**config.mk**
```make
export PLATFORM = sky130hd
export DESIGN_NAME = dcfpf_fifo
export DESIGN_NICKNAME = d
export VERILOG_FILES = /design/src/dcfpf_pkg.sv /design/src/dcfpf_sync_if.sv /design/src/dcfpf_fifo.sv /design/src/dcfpf_sync.sv
export SDC_FILE = /design/constraint.sdc
export NUM_CORES = 1
export LEC_CHECK = 0
export BUFFER_PORTS_ARGS = -buffer_cell sky130_fd_sc_hd__buf_2
export CAP_MARGIN = 20
export CORE_MARGIN = 2
export CORE_UTILIZATION = 40
export CTS_CLUSTER_SIZE = 25
export DETAILED_ROUTE_END_ITERATION = 16
export SETUP_SLACK_MARGIN = 0.5
export SYNTH_ARGS = -nofsm -noshare
export SYNTH_HDL_FRONTEND = slang
export SYNTH_SLANG_ARGS = --single-unit
```
**constraint.sdc**
```tcl
create_clock -name clk -period 4.8 [get_ports clk]
set_clock_uncertainty 0.05 [all_clocks]
set_input_delay 0.48 -clock clk [delete_from_list [all_inputs] [get_ports clk]]
set_output_delay 0.48 -clock clk [all_outputs]
set_load 0.01 [all_outputs]
```
**src/dcfpf_pkg.sv**
```systemverilog
// shared constants for the dual-clock programmable-flag fifo
package dcfpf_pkg;

  // depth and width limits and defaults
  localparam int unsigned DEPTH_DEF = 32;
  localparam int unsigned DEPTH_MIN = 32;
  localparam int unsigned DEPTH_MAX = 1024;
  localparam int unsigned WIDTH_DEF = 8;

  // bit positions inside the synchronised pin vector
  localparam int unsigned SY_WCLK = 0;
  localparam int unsigned SY_RCLK = 1;
  localparam int unsigned SY_PUSH = 2;
  localparam int unsigned SY_POP  = 3;
  localparam int unsigned SY_WRST = 4;
  localparam int unsigned SY_RRST = 5;
  localparam int unsigned SY_LOAD = 6;
  localparam int unsigned SY_SEL  = 7;
  localparam int unsigned SY_DIN  = 8;

  // register map, byte addresses
  localparam int unsigned AHB_AW     = 12;
  localparam logic [11:0] REG_STATUS = 12'h000;
  localparam logic [11:0] REG_MASK   = 12'h004;
  localparam logic [11:0] REG_LEVEL  = 12'h008;

  // status and mask bit positions
  localparam int unsigned ST_FULL   = 0;
  localparam int unsigned ST_AFULL  = 1;
  localparam int unsigned ST_EMPTY  = 2;
  localparam int unsigned ST_AEMPTY = 3;
  localparam int unsigned ST_OVER   = 4;
  localparam int unsigned ST_UNDER  = 5;
  localparam int unsigned ST_BITS   = 6;
  localparam logic [5:0]  STATUS_RST = 6'h00;
  localparam logic [5:0]  MASK_RST   = 6'h00;

  // level register: flags above the occupancy count
  localparam int unsigned LV_FLAGS = 16;

  // bus encodings
  localparam logic [1:0] HTRANS_NONSEQ = 2'h2;
  localparam logic [2:0] HSIZE_WORD    = 3'h2;
  localparam logic       HRESP_OKAY    = 1'h0;

  // width of the input bus: word width or log2 depth, whichever is larger
  function automatic int unsigned din_w(int unsigned w, int unsigned d);
    return (w > $clog2(d)) ? w : $clog2(d);
  endfunction

endpackage

```
**src/dcfpf_sync_if.sv**
```systemverilog
// synchronised pin levels and their edges, passed from the synchroniser
`timescale 1ns/1ps
interface dcfpf_sync_if #(parameter int unsigned W = 1);
  logic [W-1:0] lvl;
  logic [W-1:0] rise;
  logic [W-1:0] fall;
  modport src (output lvl, output rise, output fall);
  modport dst (input lvl, input rise, input fall);
endinterface

```
**src/dcfpf_fifo.sv**
```systemverilog
// dual-clock fifo with programmable almost flags and ahb-lite status port
//
// The AHB-Lite register port and the register offsets were decided locally.
`timescale 1ns/1ps
module dcfpf_fifo #(
  parameter int unsigned DEPTH = dcfpf_pkg::DEPTH_DEF,
  parameter int unsigned WIDTH = dcfpf_pkg::WIDTH_DEF
) (
  input  wire logic                                       clk,
  input  wire logic                                       rstn,
  input  wire logic                                       write_side_clock,
  input  wire logic                                       read_side_clock,
  input  wire logic                                       push_enable,
  input  wire logic                                       pop_enable,
  input  wire logic                                       write_side_reset_n,
  input  wire logic                                       read_side_reset_n,
  input  wire logic                                       threshold_load_strobe,
  input  wire logic                                       threshold_select,
  input  wire logic [dcfpf_pkg::din_w(WIDTH, DEPTH)-1:0]  data_in_bus,
  output logic      [WIDTH-1:0]                           data_out_bus,
  output logic                                            full_flag,
  output logic                                            almost_full_flag,
  output logic                                            empty_flag,
  output logic                                            almost_empty_flag,
  output logic                                            irq,
  input  wire logic                                       hsel,
  input  wire logic [31:0]                                haddr,
  input  wire logic [1:0]                                 htrans,
  input  wire logic                                       hwrite,
  input  wire logic [2:0]                                 hsize,
  input  wire logic [31:0]                                hwdata,
  input  wire logic                                       hready,
  output logic                                            hreadyout,
  output logic [31:0]                                     hrdata,
  output logic                                            hresp
);
  import dcfpf_pkg::*;

  localparam int unsigned AW    = $clog2(DEPTH);
  localparam int unsigned CW    = AW + 1;
  localparam int unsigned DIN_W = din_w(WIDTH, DEPTH);
  localparam int unsigned SYW   = SY_DIN + DIN_W;
  localparam logic [AW-1:0] AE_DEF = AW'(DEPTH / 4);
  localparam logic [AW-1:0] AF_DEF = AW'((3 * DEPTH) / 4);
  localparam logic [CW-1:0] CNT_FULL = CW'(DEPTH);

  ////////////////////////////////////////////////////////////////////////////
  // elaboration checks
  if (DEPTH < DEPTH_MIN || DEPTH > DEPTH_MAX || (DEPTH & (DEPTH - 1)) != 0) begin : g_bad_depth
    $error("depth must be a power of two from 32 to 1024");
  end
  if (WIDTH < 1) begin : g_bad_width
    $error("word width must be at least one bit");
  end

  // occupancy from pointers carrying one wrap bit
  function automatic logic [CW-1:0] occ(input logic [CW-1:0] wp, input logic [CW-1:0] rp);
    return wp - rp;
  endfunction

  ////////////////////////////////////////////////////////////////////////////
  // pin synchronisation; clocks, controls and data share one delay
  logic [SYW-1:0] pin_vec;
  assign pin_vec = {data_in_bus, threshold_select, threshold_load_strobe,
                    read_side_reset_n, write_side_reset_n, pop_enable,
                    push_enable, read_side_clock, write_side_clock};

  dcfpf_sync_if #(.W(SYW)) sy_if ();

  dcfpf_sync #(.W(SYW)) u_sync (
    .clk  (clk),
    .rstn (rstn),
    .pins (pin_vec),
    .sy   (sy_if.src)
  );

  logic             wr_rise;
  logic             wr_fall;
  logic             rd_rise;
  logic             push_s;
  logic             pop_s;
  logic             wrst_n_s;
  logic             rrst_n_s;
  logic             ld_rise;
  logic             sel_s;
  logic [DIN_W-1:0] din_s;

  // named views of the synchronised pins
  assign wr_rise  = sy_if.rise[SY_WCLK];
  assign wr_fall  = sy_if.fall[SY_WCLK];
  assign rd_rise  = sy_if.rise[SY_RCLK];
  assign push_s   = sy_if.lvl[SY_PUSH];
  assign pop_s    = sy_if.lvl[SY_POP];
  assign wrst_n_s = sy_if.lvl[SY_WRST];
  assign rrst_n_s = sy_if.lvl[SY_RRST];
  assign ld_rise  = sy_if.rise[SY_LOAD];
  assign sel_s    = sy_if.lvl[SY_SEL];
  assign din_s    = sy_if.lvl[SY_DIN +: DIN_W];

  ////////////////////////////////////////////////////////////////////////////
  // storage and pointers
  logic [WIDTH-1:0] mem [DEPTH];
  logic [CW-1:0]    wr_ptr_q;
  logic [CW-1:0]    rd_ptr_q;
  logic [CW-1:0]    wr_ptr_nx;
  logic [CW-1:0]    rd_ptr_nx;
  logic [AW-1:0]    ae_thr_q;
  logic [AW-1:0]    af_thr_q;
  logic [AW-1:0]    ae_thr_nx;
  logic [WIDTH-1:0] dout_q;
  logic             full_q;
  logic             afull_q;
  logic             empty_q;
  logic             aempty_q;
  logic             wr_do;
  logic             rd_do;
  logic             wr_over;
  logic             rd_under;

  // push enable is sampled at the falling edge, stable since the writer
  // only moves it while the write clock is low
  assign wr_do    = wr_fall & push_s & wrst_n_s & ~full_q;
  assign wr_over  = wr_fall & push_s & wrst_n_s & full_q;
  assign rd_do    = rd_rise & pop_s & rrst_n_s & ~empty_q;
  assign rd_under = rd_rise & pop_s & rrst_n_s & empty_q;

  // write pointer: cleared by the write-side reset at a write clock rise
  always_ff @(posedge clk) begin
    if (!rstn) begin
      wr_ptr_q <= '0;
    end else if (wr_rise && !wrst_n_s) begin
      wr_ptr_q <= '0;
    end else if (wr_do) begin
      wr_ptr_q <= wr_ptr_q + CW'(1);
    end
  end

  // word store; a discarded push leaves the array untouched
  always_ff @(posedge clk) begin
    if (wr_do) begin
      mem[wr_ptr_q[AW-1:0]] <= din_s[WIDTH-1:0];
    end
  end

  // read pointer: a read-side reset rewinds to the first word written
  always_ff @(posedge clk) begin
    if (!rstn) begin
      rd_ptr_q <= '0;
    end else if (rd_rise && !rrst_n_s) begin
      rd_ptr_q <= '0;
    end else if (rd_do) begin
      rd_ptr_q <= rd_ptr_q + CW'(1);
    end
  end

  // output word changes only at the read clock rise of a pop
  always_ff @(posedge clk) begin
    if (!rstn) begin
      dout_q <= '0;
    end else if (rd_do) begin
      dout_q <= mem[rd_ptr_q[AW-1:0]];
    end
  end

  ////////////////////////////////////////////////////////////////////////////
  // thresholds
  always_ff @(posedge clk) begin
    if (!rstn) begin
      ae_thr_q <= AE_DEF;
    end else if (rd_rise && !rrst_n_s) begin
      ae_thr_q <= AE_DEF;
    end else if (ld_rise && !sel_s) begin
      ae_thr_q <= din_s[AW-1:0];
    end
  end

  always_ff @(posedge clk) begin
    if (!rstn) begin
      af_thr_q <= AF_DEF;
    end else if (ld_rise && sel_s) begin
      af_thr_q <= din_s[AW-1:0];
    end
  end

  ////////////////////////////////////////////////////////////////////////////
  // flag evaluation on pointers as they will stand after this edge
  logic [CW-1:0] cnt_w;
  logic [CW-1:0] cnt_r;
  logic          full_nx;
  logic          afull_nx;
  logic          empty_nx;
  logic          aempty_nx;

  always_comb begin
    wr_ptr_nx = wrst_n_s ? wr_ptr_q : '0;
    rd_ptr_nx = !rrst_n_s ? '0 : (rd_do ? rd_ptr_q + CW'(1) : rd_ptr_q);
    ae_thr_nx = rrst_n_s ? ae_thr_q : AE_DEF;
    cnt_w     = occ(wr_ptr_nx, rd_ptr_q);
    cnt_r     = occ(wr_ptr_q, rd_ptr_nx);
    full_nx   = (cnt_w == CNT_FULL);
    afull_nx  = (cnt_w >= {1'b0, af_thr_q});
    empty_nx  = (cnt_r == '0);
    aempty_nx = (cnt_r <= {1'b0, ae_thr_nx});
  end

  // full side flags move only at write clock rises
  always_ff @(posedge clk) begin
    if (!rstn) begin
      full_q  <= 1'b0;
      afull_q <= 1'b0;
    end else if (wr_rise) begin
      full_q  <= full_nx;
      afull_q <= afull_nx;
    end
  end

  // empty side flags move only at read clock rises
  always_ff @(posedge clk) begin
    if (!rstn) begin
      empty_q  <= 1'b1;
      aempty_q <= 1'b1;
    end else if (rd_rise) begin
      empty_q  <= empty_nx;
      aempty_q <= aempty_nx;
    end
  end

  assign data_out_bus      = dout_q;
  assign full_flag         = full_q;
  assign almost_full_flag  = afull_q;
  assign empty_flag        = empty_q;
  assign almost_empty_flag = aempty_q;

  ////////////////////////////////////////////////////////////////////////////
  // interrupt status, mask and output
  logic [ST_BITS-1:0] status_q;
  logic [ST_BITS-1:0] mask_q;
  logic [ST_BITS-1:0] st_set;
  logic [ST_BITS-1:0] st_clr;
  logic               irq_q;
  logic               wr_st_q;
  logic               wr_mk_q;

  // events: a flag rising, a refused push or a refused pop
  always_comb begin
    st_set            = '0;
    st_set[ST_FULL]   = wr_rise & full_nx & ~full_q;
    st_set[ST_AFULL]  = wr_rise & afull_nx & ~afull_q;
    st_set[ST_EMPTY]  = rd_rise & empty_nx & ~empty_q;
    st_set[ST_AEMPTY] = rd_rise & aempty_nx & ~aempty_q;
    st_set[ST_OVER]   = wr_over;
    st_set[ST_UNDER]  = rd_under;
  end

  assign st_clr = wr_st_q ? hwdata[ST_BITS-1:0] : '0;

  // sticky bits, write one to clear; a same-cycle event wins
  always_ff @(posedge clk) begin
    if (!rstn) begin
      status_q <= STATUS_RST;
    end else begin
      status_q <= (status_q & ~st_clr) | st_set;
    end
  end

  always_ff @(posedge clk) begin
    if (!rstn) begin
      mask_q <= MASK_RST;
    end else if (wr_mk_q) begin
      mask_q <= hwdata[ST_BITS-1:0];
    end
  end

  // level interrupt while any unmasked bit is set
  always_ff @(posedge clk) begin
    if (!rstn) begin
      irq_q <= 1'b0;
    end else begin
      irq_q <= |(status_q & mask_q);
    end
  end

  assign irq = irq_q;

  ////////////////////////////////////////////////////////////////////////////
  // ahb-lite slave, zero wait states, always okay
  logic        acc;
  logic        map_ok;
  logic [31:0] rd_val;
  logic [31:0] hrdata_q;
  logic        hready_q;
  logic        hresp_q;

  assign acc    = hsel & hready & (htrans == HTRANS_NONSEQ);
  assign map_ok = (haddr[31:AHB_AW] == '0);

  // read multiplexer; unmapped offsets read zero
  always_comb begin
    rd_val = '0;
    if (map_ok) begin
      case (haddr[AHB_AW-1:0])
        REG_STATUS: rd_val[ST_BITS-1:0] = status_q;
        REG_MASK:   rd_val[ST_BITS-1:0] = mask_q;
        REG_LEVEL: begin
          rd_val[CW-1:0]         = occ(wr_ptr_q, rd_ptr_q);
          rd_val[LV_FLAGS +: 4]  = {aempty_q, empty_q, afull_q, full_q};
        end
        default:    rd_val = '0;
      endcase
    end
  end

  // address phase: latch write targets, register read data
  always_ff @(posedge clk) begin
    if (!rstn) begin
      wr_st_q  <= 1'b0;
      wr_mk_q  <= 1'b0;
      hrdata_q <= '0;
    end else begin
      wr_st_q <= acc & hwrite & (hsize == HSIZE_WORD) & map_ok &
                 (haddr[AHB_AW-1:0] == REG_STATUS);
      wr_mk_q <= acc & hwrite & (hsize == HSIZE_WORD) & map_ok &
                 (haddr[AHB_AW-1:0] == REG_MASK);
      if (acc && !hwrite) begin
        hrdata_q <= rd_val;
      end
    end
  end

  // ready and response stand constant after reset
  always_ff @(posedge clk) begin
    if (!rstn) begin
      hready_q <= 1'b1;
      hresp_q  <= HRESP_OKAY;
    end else begin
      hready_q <= 1'b1;
      hresp_q  <= HRESP_OKAY;
    end
  end

  assign hreadyout = hready_q;
  assign hrdata    = hrdata_q;
  assign hresp     = hresp_q;
endmodule // dcfpf_fifo

```
**src/dcfpf_sync.sv**
```systemverilog
// two-flop synchroniser with edge detection for the fifo pins
`timescale 1ns/1ps
module dcfpf_sync #(
  parameter int unsigned W = 1
) (
  input  wire logic         clk,
  input  wire logic         rstn,
  input  wire logic [W-1:0] pins,
  dcfpf_sync_if.src         sy
);

  logic [W-1:0] s1_q;
  logic [W-1:0] s2_q;
  logic [W-1:0] s3_q;

  // s1 feeds only s2; edges are taken between s2 and s3
  always_ff @(posedge clk) begin
    if (!rstn) begin
      s1_q <= '0;
      s2_q <= '0;
      s3_q <= '0;
    end else begin
      s1_q <= pins;
      s2_q <= s1_q;
      s3_q <= s2_q;
    end
  end

  // level and one-cycle edge pulses
  assign sy.lvl  = s2_q;
  assign sy.rise = s2_q & ~s3_q;
  assign sy.fall = ~s2_q & s3_q;

endmodule // dcfpf_sync

```
==> impl_metrics.csv <==
group,metric,value,unit
outcome,status,"finished, final reports clean",
job,drv_cap,0,
sta,hold_violations,0,
worst_hold_path,min_path_type,"in2reg",
clocking,htree_num_levels,2,
critical_path,critPathLaunchType,"register",
power_and_ir_drop,power_frac_seq,53.5,%
sta,slew_violations,0,
floorplanning,die_h,193.9,um
drt,wl_met1,13520,um
synthesis,synth_compound_area_share,4.934,%
placement,io_buffers,86,
synthesis,synth_adder_area_share,3.018,%
synthesis,synth-edff-count,256,
drt,avgViaCountPerCell,5.288,
drt,dr_wl_met3,2068,um
sta,tightest_slew,906.5,ps
sta,slew_headroom,39.44,%
sta,period_needed,3675,ps
grt,grt_first_pass_wirelength,47760,um
critical_path,cp-end-kind,"register",
finish,nets,1147,
floorplanning,rows,69,
floorplanning,die_w,193.9,um
synthesis,synth_simple_gate_area_share,8.221,%
critical_path,path_buf_inv,1,
synthesis,ys_seq_area_share,66.32,%
floorplanning,core_area,35570,sq um
clocking,cts_num_sinks,350,
synthesis,yosys.area_share.xor_xnor,1.153,%
placement,gp_congestion,0.8250,
critical_path,crit_family,"compound AO/OA/AOI/OAI gates",
synthesis,avgSynthCellArea,15.60,sq um
finish,layout_commonest_cell,"edfxtp_1",
critical_path,crit_chain,"nand4b_1 -> nor2_2 -> xnor2_1 -> nor2b_1 -> ha_1 -> inv_1 -> fa_1 -> a21o_1 -> a21oi_1 -> xnor2_1 -> ha_1 -> o22ai_1 -> a21oi_1 -> o41ai_1",
synthesis,synth_top_family_by_area,"multiplexers",
power_and_ir_drop,power.density,369.1,nW/um^2
power_and_ir_drop,power.total,0.006090,W
drt,vias,8006,
grt,gr-total-overflow,0,
finish,finalCoreUtilization,46.39,%
sta,setup_tns,0,ps
synthesis,synth_mux_area_share,13.09,%
finish,final_layout_size_suffix_gt1_share,22.22,%
clocking,clock_path_buffers,3,
power_and_ir_drop,swShare,19.99,%
critical_path,cp_slowest_cell,"dfxtp_1",
drt,route.antenna.remaining_nets,0,
sta,rsz0062_at_grt,"no",
clocking,cts_tree,"done",
drt,wl_per_cell,20.49,um
grt,grt_pass1_vias,8054,
clocking,clockRootBuffer,"clkbuf_16",
grt,grt_antenna_before_repair,0,
finish,area_growth,14.36,%
sta,final-setup-viol-count,0,
synthesis,synth.distinct_cells,64,
critical_path,required,5170,ps
synthesis,synth_top_area_share,53.28,%
synthesis,syn_area,14430,sq um
drt,top_layer_used,"met4",
power_and_ir_drop,power_switching,0.001217,W
synthesis,ys_ff_latch,350,
power_and_ir_drop,p_comb_share,1.9,%
critical_path,worstPathArrival,4050,ps
synthesis,synth_cells,925,
grt,grt_max_degree,51,
synthesis,async_reset_ff_share,0,%
clocking,cts_made_buffers,37,
power_and_ir_drop,intPower,0.004873,W
drt,drc,0,
clocking,cts_resized,0,
clocking,cts_hold_buf,0,
clocking,clk_pin_slew,60,ps
power_and_ir_drop,clkPwrFrac,44.7,%
critical_path,cp_slowest_stage_delay,570,ps
floorplanning,dieArea,37610,sq um
finish,diodes,0,
finish,nFillCells,3106,
sta,fmax,272.1,MHz
synthesis,synth_area_leaders,"edfxtp_1, dfxtp_1, mux4_2",
critical_path,path_class,"reg2reg",
power_and_ir_drop,vdd_drop_max,268.7,uV
drt,drtIter0Drc,612,
drt,met2_length,14770,um
synthesis,synthFlopType,"edfxtp_1",
critical_path,timing.rr.start,"u_sync.sy.lvl[5]",
sta,min_period_over_period,76.56,%
critical_path,timing.critical_path.from,"u_sync.sy.lvl[5]",
worst_hold_path,holdCritStartpoint,"data_in_bus[2]",
power_and_ir_drop,p_leak,6.070,nW
synthesis,synth_top_cell_by_area,"edfxtp_1",
critical_path,cp_max_fo,13,
floorplanning,pin_count,137,
drt,drt-pass1-iter-count,5,
sta,finalHoldWorstSlack,103.4,ps
clocking,post_cts_buffers,0,
finish,final_cell_mix,"edfxtp_1, dfxtp_1, nor2_1, buf_2, mux4_2",
synthesis,ys_warn_count,0,
clocking,clk_latency,530,ps
drt,wirelength,31020,um
floorplanning,start_util,40.57,%
grt,track_usage,16.58,%
placement,dpl.hpwl,19760,um
## layout make-up
class	instances	area (sq um)	share of cell area (%)
sequential	350	9574	58.02
inverter	20	75.07	0.4550
clock buffer	49	1045	6.332
timing repair buffer	101	635.6	3.852
multi-input combinational	514	4481	27.15
tap	461	576.8	3.496
clock inverter	19	113.9	0.6900
## synthesized netlist by cell type (3+ instances only)
library cell  count
a21boi_0          4
a21o_1            7
a21oi_1          15
a221oi_1          7
a22oi_1          10
and2_1           43
buf_2             7
buf_4            27
clkbuf_1         24
dfxtp_1          94
edfxtp_1        256
fa_1              3
ha_1             30
inv_1            19
mux2i_1          21
mux4_2           74
nand2_1          34
nand2b_1         10
nand3_1           6
nand3b_1          3
nand4_1           4
nand4b_1          3
nor2_1           91
nor2b_1           9
nor3_1            9
nor4_1            9
o211ai_1          7
o21a_1            6
o21ai_0          28
o21ai_1           4
o41ai_1           3
xnor2_1          12
xor2_1            7
## per-stage QoR
step,setup WS (ps),cells,cell area (sq um)
2_1_floorplan,1461,947,14510
3_3_place_gp,1161,1442,15230
3_5_place_dp,1137,1445,15310
4_1_cts,1122,1513,16470
5_1_grt,621.0,1514,16500
6_report,1125,1514,16500
## power by group through the flow
stage / Sequential [W] / Combinational, W / Clock (W)
2_1_floorplan: 0.00333 / 0.0000567 / 0
3_3_place_gp: 0.00333 / 0.0000957 / 0
3_5_place_dp: 0.00332 / 0.000110 / 0
4_1_cts: 0.00326 / 0.000110 / 0.00279
5_1_grt: 0.00326 / 0.000126 / 0.00291
6_report: 0.00326 / 0.000113 / 0.00272
## metal layers
layer / track usage (%) / vias to the layer above
met5: 0 / -
li1: - / 3683
met1: 22.65 / 3990
met4: 4.545 / 0
met2: 26.96 / 277
met3: 3.583 / 56
## logic make-up (layout without fill, tap and decap cells)
family	after synthesis	in the layout
flip-flops	350	350
AND/OR/NAND/NOR	235	235
AO/OA/AOI/OAI	107	107
multiplexers	96	96
buffers and inverters	83	189
adder cells (fa/ha/maj)	33	33
XOR/XNOR	19	19
other	2	24
## final timing paths
| check | endpoint | slack [ps] | cells after the start |
|---|---|---|---|
| max reg2reg | status_q[3] | 1120 | 14 |
| min | u_sync.s1_q[10] | 100 | 2 |
| min reg2reg | u_sync.sy.lvl[1] | 380 | 1 |
| max | status_q[3] | 1120 | 14 |
## sequential cells by signal, indices dropped and copies added (netlist names), 8 cells and up
name           count
mem              256
u_sync.s1_q       16
u_sync.sy.lvl     16
hrdata            10
data_out_bus       8
(Power assumes the default switching activity.)
